<file path="src/verilog/cil_pkg.sv">
package cil_pkg;

  // instruction classes presented at the issue stage
  typedef enum logic [4:0] {
    CIL_OP_DP         = 5'h00,
    CIL_OP_BR_IMM     = 5'h01,
    CIL_OP_BR_REG     = 5'h02,
    CIL_OP_BLX_IMM    = 5'h03,
    CIL_OP_LDR_PC     = 5'h04,
    CIL_OP_MUL32      = 5'h05,
    CIL_OP_MAC64      = 5'h06,
    CIL_OP_MUL64      = 5'h07,
    CIL_OP_ACC_MUL    = 5'h08,
    CIL_OP_ACC_HW     = 5'h09,
    CIL_OP_ACC_PH     = 5'h0A,
    CIL_OP_ACC_WR     = 5'h0B,
    CIL_OP_ACC_RD     = 5'h0C,
    CIL_OP_SAT        = 5'h0D,
    CIL_OP_STAT_RD    = 5'h0E,
    CIL_OP_STAT_WR    = 5'h0F,
    CIL_OP_LOAD       = 5'h10,
    CIL_OP_STORE      = 5'h11,
    CIL_OP_LOAD_DW    = 5'h12,
    CIL_OP_STORE_DW   = 5'h13,
    CIL_OP_LOAD_MUL   = 5'h14,
    CIL_OP_STORE_MUL  = 5'h15,
    CIL_OP_SWAP       = 5'h16,
    CIL_OP_SYS_RD     = 5'h17,
    CIL_OP_SYS_WR     = 5'h18,
    CIL_OP_DBG_RD     = 5'h19,
    CIL_OP_DBG_WR     = 5'h1A,
    CIL_OP_CP_LOAD    = 5'h1B,
    CIL_OP_CP_STORE   = 5'h1C,
    CIL_OP_SWI        = 5'h1D,
    CIL_OP_CLZ        = 5'h1E
  } cil_op_t;

  // one instruction offered to the issue stage
  typedef struct packed {
    cil_op_t     op;
    logic [31:0] mult_operand;  // multiplier operand value, for early termination
    logic        flags_set;     // status-setting form
    logic        signed_mul;    // signed long multiply
    logic        shift_reg;     // operand shifted by register or rotate_right_extend
    logic        writes_pc;     // destination or list holds the program counter
    logic        taken;         // resolved direction
    logic        mispredict;    // branch target buffer guessed wrong
    logic        mode_change;   // status write touches mode bits
    logic        first_r12;     // doubleword load first destination is register 12
    logic [4:0]  nregs;         // register count for multiple transfers
    logic [3:0]  dst0;          // first destination register
    logic [3:0]  dst1;          // second destination (high word / odd register)
    logic        dst0_v;
    logic        dst1_v;
    logic [3:0]  base;          // base register written back
    logic        base_v;
    logic [3:0]  src0;          // first operand (saturating first operand slot)
    logic [3:0]  src1;
    logic [3:0]  src2;          // operand used as immediate shift source
    logic        src0_v;
    logic        src1_v;
    logic        src2_v;
    logic        src0_late;     // src0 is first operand of a doubling saturate
    logic        src2_late;     // src2 feeds an immediate shift
  } cil_instr_t;

  // timing answer for the instruction being issued
  typedef struct packed {
    logic [4:0] issue;
    logic [4:0] res0;
    logic [4:0] res1;
    logic [4:0] res_base;
    logic [4:0] thru;
    logic       is_mul;
    logic       late_fwd;  // producer class whose result comes later to shift/doubling use
  } cil_timing_t;

  localparam int          CIL_NREG        = 16;
  localparam logic [4:0]  CIL_CNT_W0      = 5'h00;
  localparam logic [4:0]  CIL_LAT_1       = 5'h01;
  localparam logic [4:0]  CIL_LAT_2       = 5'h02;
  localparam logic [4:0]  CIL_LAT_3       = 5'h03;
  localparam logic [4:0]  CIL_LAT_4       = 5'h04;
  localparam logic [4:0]  CIL_LAT_5       = 5'h05;
  localparam logic [4:0]  CIL_LAT_6       = 5'h06;
  localparam logic [4:0]  CIL_LAT_7       = 5'h07;
  localparam logic [4:0]  CIL_LAT_8       = 5'h08;
  localparam logic [4:0]  CIL_LAT_10      = 5'h0A;
  localparam logic [4:0]  CIL_BR_PENALTY  = 5'h04;
  localparam logic [4:0]  CIL_LDM_PC_BASE = 5'h07;
  localparam logic [4:0]  CIL_LDM_BASE    = 5'h02;
  localparam logic [4:0]  CIL_LDMPC_NT    = 5'h03;
  localparam logic [3:0]  CIL_REG_R12     = 4'hC;
  localparam logic [3:0]  CIL_ACC_SLOT    = 4'h0;
  localparam int          CIL_ET_HI       = 31;
  localparam int          CIL_ET_W_LO    = 15;
  localparam int          CIL_ET_N_LO    = 27;
  localparam int          CIL_ET_AW_LO   = 16;
  localparam int          CIL_ET_AN_LO   = 28;

endpackage
</file>
<file path="src/verilog/cil_issue_interlock.sv">
`timescale 1ns/1ps
// Summary of operation
// - addressing modes add no cycles
// - immediate branches 1 predicted, 5 mispredicted
// - register branches 1/5; immediate exchange 5
// - taken pc-writing data op adds 4
// - pc loads 2/8; multiple 3+n/10+excess
// - data ops 1, or 2 when register-shifted
// - shift/doubling consumers wait one extra
// - word multiply early termination timing
// - long accumulate timing, unsigned zeros only
// - long multiply issues 1 without flags
// - accumulator multiply 1/2/3 by operand
// - accumulator write 2; read 2/3
// - saturating ops issue 1, result 2
// - status read 1/2; write 2 or 6
// - single loads data 3, base 1
// - doubleword load 3/4, base 2
// - multiple transfers 2+n, pc-writing loads 3+n or 10+excess
// - swap issue and result 5
// - system coprocessor read 4, write 2
// - debug coprocessor 7, coprocessor load 10
// - interrupt instruction reaches handler after 6
// - leading-zero count issues 1, result 1
module cil_issue_interlock
  import cil_pkg::*;
(
  input  wire logic               clk,
  input  wire logic               rst_b,
  input  wire logic               instr_valid,
  input  cil_pkg::cil_instr_t     instr,
  output logic                    instr_ready,
  output logic                    issue_fire,
  output logic [4:0]              issue_lat_r,
  output logic                    hazard_stall,
  output logic                    handler_enter
);
  import cil_pkg::*;

  // ------------------------------------------------------------
  // state of the issue sequencer
  // ------------------------------------------------------------
  typedef enum logic [2:0] {
    CIL_ST_IDLE = 3'b001,
    CIL_ST_BUSY = 3'b010,
    CIL_ST_TRAP = 3'b100
  } cil_state_t;

  cil_state_t   state_r;
  cil_state_t   state_nxt;
  cil_timing_t  timing;
  logic [4:0]   busy_r;
  logic [4:0]   mul_busy_r;
  logic [4:0]   reg_cnt_r [CIL_NREG];
  logic         reg_late_r [CIL_NREG];
  logic         src_block;
  logic         mul_block;
  logic         slot_free;

  cil_latency_decode u_decode (
    .instr  (instr),
    .timing (timing)
  );

  // ------------------------------------------------------------
  // hazard checks
  // ------------------------------------------------------------
  // a late-forwarded producer needs one more cycle for shift or doubling use;
  // the late flag outlives the count by exactly one cycle, which is that extra cycle
  function automatic logic src_wait(input logic [3:0] r, input logic v, input logic late,
                                    input logic [4:0] cnt, input logic lflag);
    return v && ((cnt != CIL_CNT_W0) || (late && lflag));
  endfunction

  always_comb begin
    src_block = src_wait(instr.src0, instr.src0_v, instr.src0_late,
                         reg_cnt_r[instr.src0], reg_late_r[instr.src0])
             || src_wait(instr.src1, instr.src1_v, 1'b0,
                         reg_cnt_r[instr.src1], reg_late_r[instr.src1])
             || src_wait(instr.src2, instr.src2_v, instr.src2_late,
                         reg_cnt_r[instr.src2], reg_late_r[instr.src2]);
  end

  assign mul_block    = timing.is_mul && (mul_busy_r != CIL_CNT_W0);
  assign slot_free    = (state_r == CIL_ST_IDLE);
  assign instr_ready  = slot_free && !src_block && !mul_block;
  assign issue_fire   = instr_valid && instr_ready;
  assign hazard_stall = instr_valid && slot_free && (src_block || mul_block);

  // ------------------------------------------------------------
  // issue sequencer
  // ------------------------------------------------------------
  always_comb begin
    state_nxt = state_r;
    case (state_r)
      CIL_ST_IDLE: begin
        if (issue_fire && instr.op == CIL_OP_SWI) begin
          state_nxt = CIL_ST_TRAP;
        end else if (issue_fire && timing.issue > CIL_LAT_1) begin
          state_nxt = CIL_ST_BUSY;
        end
      end
      CIL_ST_BUSY: begin
        if (busy_r == CIL_LAT_1) begin
          state_nxt = CIL_ST_IDLE;
        end
      end
      CIL_ST_TRAP: begin
        if (busy_r == CIL_LAT_1) begin
          state_nxt = CIL_ST_IDLE;
        end
      end
      default: state_nxt = CIL_ST_IDLE;
    endcase
  end

  always_ff @(posedge clk or negedge rst_b) begin
    if (!rst_b) begin
      state_r <= CIL_ST_IDLE;
    end else begin
      state_r <= state_nxt;
    end
  end

  // remaining cycles until the next issue slot opens
  always_ff @(posedge clk or negedge rst_b) begin
    if (!rst_b) begin
      busy_r <= CIL_CNT_W0;
    end else if (issue_fire) begin
      busy_r <= timing.issue - CIL_LAT_1;
    end else if (busy_r != CIL_CNT_W0) begin
      busy_r <= busy_r - CIL_LAT_1;
    end
  end

  always_ff @(posedge clk or negedge rst_b) begin
    if (!rst_b) begin
      issue_lat_r <= CIL_CNT_W0;
    end else if (issue_fire) begin
      issue_lat_r <= timing.issue;
    end
  end

  // handler's first instruction may issue in the cycle after this pulse
  always_ff @(posedge clk or negedge rst_b) begin
    if (!rst_b) begin
      handler_enter <= 1'b0;
    end else begin
      handler_enter <= (state_r == CIL_ST_TRAP) && (busy_r == CIL_LAT_2);
    end
  end

  // multiplier resource: next multiply waits out the throughput figure
  always_ff @(posedge clk or negedge rst_b) begin
    if (!rst_b) begin
      mul_busy_r <= CIL_CNT_W0;
    end else if (issue_fire && timing.is_mul) begin
      mul_busy_r <= timing.thru - CIL_LAT_1;
    end else if (mul_busy_r != CIL_CNT_W0) begin
      mul_busy_r <= mul_busy_r - CIL_LAT_1;
    end
  end

  // ------------------------------------------------------------
  // per-register result scoreboard
  // ------------------------------------------------------------
  // counts hold cycles left before a consumer may issue; a new producer overwrites
  generate
    for (genvar g = 0; g < CIL_NREG; g++) begin : g_sb
      logic hit0;
      logic hit1;
      logic hitb;
      assign hit0 = issue_fire && instr.dst0_v && (instr.dst0 == 4'(g));
      assign hit1 = issue_fire && instr.dst1_v && (instr.dst1 == 4'(g));
      assign hitb = issue_fire && instr.base_v && (instr.base == 4'(g));
      always_ff @(posedge clk or negedge rst_b) begin
        if (!rst_b) begin
          reg_cnt_r[g]  <= CIL_CNT_W0;
          reg_late_r[g] <= 1'b0;
        end else if (hit1) begin
          reg_cnt_r[g]  <= timing.res1 - CIL_LAT_1;
          reg_late_r[g] <= timing.late_fwd;
        end else if (hit0) begin
          reg_cnt_r[g]  <= timing.res0 - CIL_LAT_1;
          reg_late_r[g] <= timing.late_fwd;
        end else if (hitb) begin
          reg_cnt_r[g]  <= timing.res_base - CIL_LAT_1;
          reg_late_r[g] <= 1'b0;
        end else if (reg_cnt_r[g] != CIL_CNT_W0) begin
          reg_cnt_r[g]  <= reg_cnt_r[g] - CIL_LAT_1;
        end else begin
          reg_late_r[g] <= 1'b0;
        end
      end
    end
  endgenerate

endmodule

</file>
<file path="src/verilog/cil_latency_decode.sv">
`timescale 1ns/1ps
module cil_latency_decode
  import cil_pkg::*;
(
  input  cil_pkg::cil_instr_t  instr,
  output cil_pkg::cil_timing_t timing
);
  import cil_pkg::*;

  logic [16:0] w_hi;
  logic [4:0]  n_hi;
  logic        w_uni;
  logic        n_uni;
  logic        w_zero;
  logic        n_zero;
  logic [1:0]  et_cls;
  logic [1:0]  acc_cls;
  logic [4:0]  ldm_extra;
  logic [4:0]  dp_lat;

  assign w_hi   = instr.mult_operand[CIL_ET_HI:CIL_ET_W_LO];
  assign n_hi   = instr.mult_operand[CIL_ET_HI:CIL_ET_N_LO];
  assign w_zero = (w_hi == 17'h00000);
  assign n_zero = (n_hi == 5'h00);
  assign w_uni  = w_zero | (w_hi == 17'h1FFFF);
  assign n_uni  = n_zero | (n_hi == 5'h1F);

  // early termination class 0/1/2; unsigned long forms only terminate on zeros
  always_comb begin
    if (instr.op == CIL_OP_MUL32 || instr.signed_mul) begin
      et_cls = w_uni ? 2'h0 : (n_uni ? 2'h1 : 2'h2);
    end else begin
      et_cls = w_zero ? 2'h0 : (n_zero ? 2'h1 : 2'h2);
    end
  end

  always_comb begin
    if (&instr.mult_operand[CIL_ET_HI:CIL_ET_AW_LO] || ~|instr.mult_operand[CIL_ET_HI:CIL_ET_AW_LO]) begin
      acc_cls = 2'h0;
    end else if (&instr.mult_operand[CIL_ET_HI:CIL_ET_AN_LO] || ~|instr.mult_operand[CIL_ET_HI:CIL_ET_AN_LO]) begin
      acc_cls = 2'h1;
    end else begin
      acc_cls = 2'h2;
    end
  end

  assign ldm_extra = (instr.nregs > CIL_LAT_3) ? (instr.nregs - CIL_LAT_3) : CIL_CNT_W0;
  assign dp_lat    = instr.shift_reg ? CIL_LAT_2 : CIL_LAT_1;

  always_comb begin
    timing          = '0;
    timing.issue    = CIL_LAT_1;
    timing.res0     = CIL_LAT_1;
    timing.res1     = CIL_LAT_1;
    timing.res_base = CIL_LAT_1;
    timing.thru     = CIL_LAT_1;
    case (instr.op)
      CIL_OP_DP: begin
        timing.issue    = (instr.writes_pc && instr.taken) ? dp_lat + CIL_BR_PENALTY : dp_lat;
        timing.res0     = dp_lat;
        timing.late_fwd = 1'b1;
      end
      CIL_OP_BR_IMM: timing.issue = instr.mispredict ? CIL_LAT_5 : CIL_LAT_1;
      CIL_OP_BR_REG: timing.issue = instr.taken ? CIL_LAT_5 : CIL_LAT_1;
      CIL_OP_BLX_IMM: timing.issue = CIL_LAT_5;
      CIL_OP_LDR_PC: timing.issue = instr.taken ? CIL_LAT_8 : CIL_LAT_2;
      CIL_OP_MUL32: begin
        timing.is_mul   = 1'b1;
        timing.late_fwd = 1'b1;
        timing.res0     = CIL_LAT_2 + {3'h0, et_cls};
        if (instr.flags_set) begin
          timing.issue = CIL_LAT_2 + {3'h0, et_cls};
          timing.thru  = CIL_LAT_2 + {3'h0, et_cls};
        end else begin
          timing.issue = CIL_LAT_1;
          timing.thru  = CIL_LAT_1 + {3'h0, et_cls};
        end
      end
      CIL_OP_MAC64, CIL_OP_MUL64: begin
        timing.is_mul   = 1'b1;
        timing.late_fwd = 1'b1;
        if (instr.flags_set) begin
          timing.issue = CIL_LAT_3 + {3'h0, et_cls};
          timing.res0  = CIL_LAT_3 + {3'h0, et_cls};
          timing.res1  = CIL_LAT_3 + {3'h0, et_cls};
          timing.thru  = CIL_LAT_3 + {3'h0, et_cls};
        end else begin
          timing.issue = (instr.op == CIL_OP_MUL64) ? CIL_LAT_1 : CIL_LAT_2;
          timing.res0  = CIL_LAT_2 + {3'h0, et_cls};
          timing.res1  = CIL_LAT_3 + {3'h0, et_cls};
          timing.thru  = CIL_LAT_2 + {3'h0, et_cls};
        end
      end
      CIL_OP_ACC_MUL: begin
        timing.is_mul = 1'b1;
        timing.res0   = CIL_LAT_1 + {3'h0, acc_cls};
        timing.thru   = CIL_LAT_1 + {3'h0, acc_cls};
      end
      CIL_OP_ACC_HW: timing.is_mul = 1'b1;
      CIL_OP_ACC_PH: begin
        timing.is_mul = 1'b1;
        timing.res0   = CIL_LAT_2;
        timing.thru   = CIL_LAT_2;
      end
      CIL_OP_ACC_WR: begin
        timing.is_mul = 1'b1;
        timing.issue  = CIL_LAT_2;
        timing.res0   = CIL_LAT_2;
        timing.thru   = CIL_LAT_2;
      end
      CIL_OP_ACC_RD: begin
        timing.is_mul   = 1'b1;
        timing.late_fwd = 1'b1;
        timing.res0     = CIL_LAT_2;
        timing.res1     = CIL_LAT_3;
        timing.thru     = CIL_LAT_2;
      end
      CIL_OP_SAT: timing.res0 = CIL_LAT_2;
      CIL_OP_STAT_RD: timing.res0 = CIL_LAT_2;
      CIL_OP_STAT_WR: timing.issue = instr.mode_change ? CIL_LAT_6 : CIL_LAT_2;
      CIL_OP_LOAD: timing.res0 = CIL_LAT_3;
      CIL_OP_STORE: timing.issue = CIL_LAT_1;
      CIL_OP_LOAD_DW: begin
        timing.issue    = instr.first_r12 ? CIL_LAT_2 : CIL_LAT_1;
        timing.res0     = CIL_LAT_3;
        timing.res1     = CIL_LAT_4;
        timing.res_base = CIL_LAT_2;
      end
      CIL_OP_STORE_DW: timing.issue = CIL_LAT_2;
      CIL_OP_LOAD_MUL: begin
        if (instr.writes_pc) begin
          timing.issue = instr.taken ? CIL_LAT_10 + ldm_extra : CIL_LDMPC_NT + instr.nregs;
        end else begin
          timing.issue = CIL_LDM_BASE + instr.nregs;
        end
        timing.res0 = CIL_LAT_3;
      end
      CIL_OP_STORE_MUL: timing.issue = CIL_LDM_BASE + instr.nregs;
      CIL_OP_SWAP: begin
        timing.issue = CIL_LAT_5;
        timing.res0  = CIL_LAT_5;
      end
      CIL_OP_SYS_RD: begin
        timing.issue = CIL_LAT_4;
        timing.res0  = CIL_LAT_4;
      end
      CIL_OP_SYS_WR: timing.issue = CIL_LAT_2;
      CIL_OP_DBG_RD: begin
        timing.issue = CIL_LAT_7;
        timing.res0  = CIL_LAT_7;
      end
      CIL_OP_DBG_WR, CIL_OP_CP_STORE: timing.issue = CIL_LAT_7;
      CIL_OP_CP_LOAD: timing.issue = CIL_LAT_10;
      CIL_OP_SWI: timing.issue = CIL_LAT_6;
      CIL_OP_CLZ: timing.res0 = CIL_LAT_1;
      default: timing.issue = CIL_LAT_1;
    endcase
  end

endmodule

</file>
<file path="config.mk">
export PLATFORM = sky130hd
export DESIGN_NAME = cil_issue_interlock
export DESIGN_NICKNAME = d
export VERILOG_FILES = /design/src/verilog/cil_pkg.sv /design/src/verilog/cil_issue_interlock.sv /design/src/verilog/cil_latency_decode.sv
export SDC_FILE = /design/constraint.sdc
export NUM_CORES = 1
export LEC_CHECK = 0
export ABC_CLOCK_PERIOD_IN_PS = 5400
export BUFFER_PORTS_ARGS = -buffer_cell sky130_fd_sc_hd__buf_2
export CAP_MARGIN = 10
export CORE_ASPECT_RATIO = 0.8
export CORE_MARGIN = 2
export CORE_UTILIZATION = 55
export DETAILED_ROUTE_END_ITERATION = 6
export GPL_ROUTABILITY_DRIVEN = 0
export PLACE_DENSITY = 0.78
export SLEW_MARGIN = 20
export SYNTH_ARGS = -nofsm -noshare
export SYNTH_HDL_FRONTEND = slang
export SYNTH_SLANG_ARGS = --single-unit
</file>
<file path="constraint.sdc">
create_clock -name clk -period 5.4 [get_ports clk]
set_input_delay 0.27 -clock clk [delete_from_list [all_inputs] [get_ports clk]]
set_output_delay 0.27 -clock clk [all_outputs]
set_load 0.01 [all_outputs]
</file>
==> PnR_summary.wiki <==
{| class="wikitable"
! Metric !! Value
|-
| Status || finished with violations
|-
| Failing checks || DRC
|-
| Sequential power share || 30.0%
|-
| Critical path type || input pin to register
|-
| Cell family with most CP delay || compound AO/OA/AOI/OAI gates
|-
| Slowest CP cell || sky130_fd_sc_hd__ha_1
|-
| Number of buffers inserted by post-CTS setup repair || 0
|-
| Post-layout instance area || approximately 0.012 mm^2
|-
| CP max FO || 25
|-
| Largest net degree at the start of global routing || 79
|-
| Number of distinct standard cells referenced by the synthesized netlist || 80
|-
| Kind of launch point of the worst setup path || input pin
|-
| Cell area power density || 469 mW/mm^2
|-
| Final worst-path cycle share || between 80% and 90%
|-
| Category of the worst setup path capture point || register
|-
| Netlist Area Pre-Place || 0.0108 mm^2
|-
| Clock transition at the registers of the reported paths || approximately 60 ps
|-
| Core outline area || between 0.015 and 0.02 mm^2
|-
| Clock share of power || 23.8%
|-
| Number of buffers inserted during clock tree synthesis || 17
|-
| DIE WIDTH || between 150 and 200 um
|-
| TritonCTS clock tree || done
|-
| Number of nets with antenna violations after routing || 0
|-
| Lkg Pwr || 5.03 nW
|-
| Pins Over Slew Limit || 0
|-
| ANT cells || 0
|-
| Worst slack, placed || between 900 and 1000 ps
|-
| Final Skew || just over 8 ps
|-
| Number of hold violations in the final report || 0
|-
| Number of detailed-routing iterations run before antenna repair || 7
|-
| Switching part of the total power || 41.0%
|-
| Number of warnings printed during yosys synthesis || 0
|-
| Fraction of final layout cells sized beyond drive strength 1 || 10.7%
|-
| Worst flop-to-flop path startpoint || reg_cnt_r[40]
|-
| Sequential element share of the synthesized area || 26.5%
|-
| Total Die Area || approximately 0.021 mm^2
|-
| Count of port buffers added during placement || 78
|-
| Most frequently used cell type in the post-synthesis netlist || sky130_fd_sc_hd__nand2_1
|-
| Global-route wire length before repair || 59,500 um
|-
| CP Cell Sequence || buf_2 > nor2b_1 > a31oi_1 > o21ai_2 > o211a_1 > inv_1 > ha_1 > o22a_1 > nand2_1 > inv_1 > ha_1 > o21ai_0 > a2bb2oi_1 > o31ai_1
|-
| Row cnt || 45
|-
| Initial antenna violation count || 0
|-
| Num ports || 94
|-
| Endpoint of the worst-slack reg-to-reg timing path || mul_busy_r[4]
|-
| Flip-flop and latch area || 0.00288 mm^2
|-
| Biggest area contributors in the synthesized netlist || sky130_fd_sc_hd__dfrtp_1 (26%), sky130_fd_sc_hd__nand2_1 (6.8%), sky130_fd_sc_hd__ha_1 (6.1%)
|-
| Dpl cell area || 0.0114 mm^2
|-
| Reg2reg setup slack || 1210 ps
|-
| Largest stage delay on the critical path || 970 ps
|-
| Endpoint of the worst hold path || issue_lat_r[4]
|-
| Number of DRC violations after detailed routing || 6
|-
| Count of nets after finishing || 1,600
|-
| #FFs+latches synth || 115
|-
| Switching power total || ~0.0023 W
|-
| Gates resized, CTS repair || 0
|-
| IR Drop Worst-Case VDD || between 0.0002 and 0.0003 V
|-
| Layout Utilization || a little over three fifths
|-
| Path depth of the worst reg2reg path || 13
|-
| TNS Setup || 0 ps
|-
| Effective utilization at floorplan || 56.7%
|-
| Via-to-Cell Ratio || 6.90
|-
| Internal Pwr Total || roughly 0.0033 W
|-
| Post-synth ARST share || 100%
|-
| # Max-Cap Violations || 0
|-
| Insertion delay to the later sink of the worst-skew pair || about 430 ps
|-
| Number of buffers on the longest clock path || 2
|-
| Worst hold path stage count || 5
|-
| Unrepaired setup endpoints after global routing || no
|-
| Data required time at the worst endpoint || 5680 ps
|-
| Clock sink total || approximately 120
|-
| Least-Margin Pin Slew || a little over 1000 ps
|-
| Final setup fails || 0
|-
| Class of the worst hold path || input pin to register
|-
| Die span in y || 130 um
|-
| Average wire length per cell after detail routing || 22.2 um
|-
| Top cells by count, synth || sky130_fd_sc_hd__nand2_1 (196), sky130_fd_sc_hd__nor2_1 (123), sky130_fd_sc_hd__dfrtp_1 (114), sky130_fd_sc_hd__a21oi_1 (105), sky130_fd_sc_hd__o21ai_0 (78)
|-
| Remaining max-slew budget at the tightest pin || 31.5%
|-
| Total via count in the routed design || 12.0k
|-
| Area growth from synthesis to layout || 11.3%
|-
| Area used by multi-input combinational logic || 0.00743 mm^2
|-
| Count of buffering cells on the critical path with inverters included || 3
|-
| Drt total wl || around 38,000 um
|-
| Hold Crit Start || instr[41]
|-
| Deepest level of the CTS H-tree || 4
|-
| Overall track demand over capacity in global routing || 36.7%
|-
| Post-synthesis net count || 1,555
|-
| Setup WS post-layout || roughly 1100 ps
|-
| Gate power share || 46.2%
|-
| Ys flop type || sky130_fd_sc_hd__dfrtp_1
|-
| Detailed placer's ending HPWL || 27,800 um
|-
| Syn Inst Count || 1,417
|-
| Syn Area/Cell || 7.66 um^2
|-
| Data arrival time of the critical path || 4620 ps
|-
| Maximum clock frequency || ~0.23 GHz
|-
| Starting DRT DRC Count || 1,876
|-
| Library cell used as clock root buffer || sky130_fd_sc_hd__clkbuf_16
|-
| Number of synthesized flops with an enable pin || 0
|-
| Minimum clock period after layout || 4340 ps
|-
| Via count of the first global-routing pass || 10.8k
|-
| Number of fillers in the final layout || 1,676
|-
| Global-route congestion overflow total || 0
|-
| Leading area contributor after synthesis || sky130_fd_sc_hd__dfrtp_1
|-
| Share of Yosys cell area claimed by the top area cell type || 26.3%
|}
layout by cell type (no fill, tap or decap), types with 15 or more instances in the layout:
cell type                   instances
sky130_fd_sc_hd__a2bb2oi_1         29
sky130_fd_sc_hd__nor3_1            71
sky130_fd_sc_hd__ha_1              53
sky130_fd_sc_hd__a31oi_1           23
sky130_fd_sc_hd__a211oi_1          58
sky130_fd_sc_hd__buf_4             15
sky130_fd_sc_hd__inv_1             57
sky130_fd_sc_hd__nor2b_1           24
sky130_fd_sc_hd__and3_1            19
sky130_fd_sc_hd__a21oi_1          105
sky130_fd_sc_hd__clkbuf_16         17
sky130_fd_sc_hd__xor2_1            35
sky130_fd_sc_hd__nand2b_1          22
sky130_fd_sc_hd__a22oi_1           26
sky130_fd_sc_hd__o21ai_0           78
sky130_fd_sc_hd__a32o_1            15
sky130_fd_sc_hd__nor2_1           123
sky130_fd_sc_hd__xnor2_1           26
sky130_fd_sc_hd__o22ai_1           18
sky130_fd_sc_hd__nand3_1           43
sky130_fd_sc_hd__dfrtp_1          114
sky130_fd_sc_hd__o31ai_1           15
sky130_fd_sc_hd__buf_2             77
sky130_fd_sc_hd__nand2_1          196
area by class of cell:
class | count | area share, %
Clock buffer | 23 | 4.13
Clock inverter | 8 | 1.62
Inverter | 58 | 1.84
Multi-Input combinational cell | 1176 | 61.6
Sequential cell | 115 | 23.8
Tap cell | 258 | 2.67
Timing Repair Buffer | 94 | 4.30
power by group through the flow:
stage / logic [W] / registers (W) / clock network, W
5_1_grt: 0.00287 / 0.00174 / 0.00139
3_3_place_gp: 0.00243 / 0.00167 / 0
4_1_cts: 0.00254 / 0.00167 / 0.00135
3_5_place_dp: 0.00250 / 0.00168 / 0
6_report: 0.00261 / 0.00170 / 0.00135
2_1_floorplan: 0.00195 / 0.00157 / 0
layer usage:
metal | up-vias | global-route usage, % | routed length [um]
met4 | 0 | 12.8 | 1480
met3 | 155 | 13.4 | 6200
met5 | - | 0 | 0
met2 | 963 | 51.2 | 15200
li1 | 5357 | - | -
met1 | 5479 | 52.1 | 15500
how the worst max path moves through the flow:
stage / startpoint / to / cells after the start
floorplan: instr[81] / reg_cnt_r[44] / 19
global placement: instr[77] / reg_cnt_r[34] / 16
detailed placement: instr[77] / reg_cnt_r[54] / 17
CTS: instr[77] / reg_cnt_r[56] / 14
global route: instr[77] / reg_cnt_r[49] / 17
finish: instr[77] / reg_cnt_r[56] / 14
what timing repair did:
item                                    4_1_cts  5_1_grt
hold buffers                                  0        1
endpoints found under the setup margin        0        0
hold endpoints to repair                      0       76
logic make-up (layout without fill, tap and decap cells):
logic type | after synthesis | count (layout) | synth area share [%]
and+or+nand+nor | 576 | 576 | 25.4
xor gates and xnor gates | 61 | 61 | 4.93
muxes | 21 | 21 | 2.92
AOI/OAI and AO/OA | 465 | 465 | 29.2
DFF | 115 | 115 | 26.5
buffers and inverters | 126 | 183 | 4.93
adders and majority gates | 53 | 53 | 6.11
worst min-delay path, cell delays in order:
cell and delay, ps:
sky130_fd_sc_hd__buf_2 140, sky130_fd_sc_hd__o2111ai_1 80, sky130_fd_sc_hd__nand2_1 110, sky130_fd_sc_hd__nand2_1 90
sky130_fd_sc_hd__nand2_1 40
per-stage QoR:
stage	hold WS [ps]	total power (W)	instances
6_report	350	0.00566	1732
5_1_grt	433	0.00599	1732
4_1_cts	68.7	0.00556	1731
3_5_place_dp	463	0.00418	1700
3_3_place_gp	456	0.00410	1700
2_1_floorplan	-25.6	0.00351	1417
registers in the layout, summed over array words and instances (netlist names):
| register | cells |
|---|---|
| busy_r | 5 |
| issue_lat_r | 5 |
| mul_busy_r | 5 |
| reg_late_r | 16 |
| handler_enter | 1 |
| state_r | 3 |
| reg_cnt_r | 80 |
No activity file was read; power rests on OpenSTA's default activity.
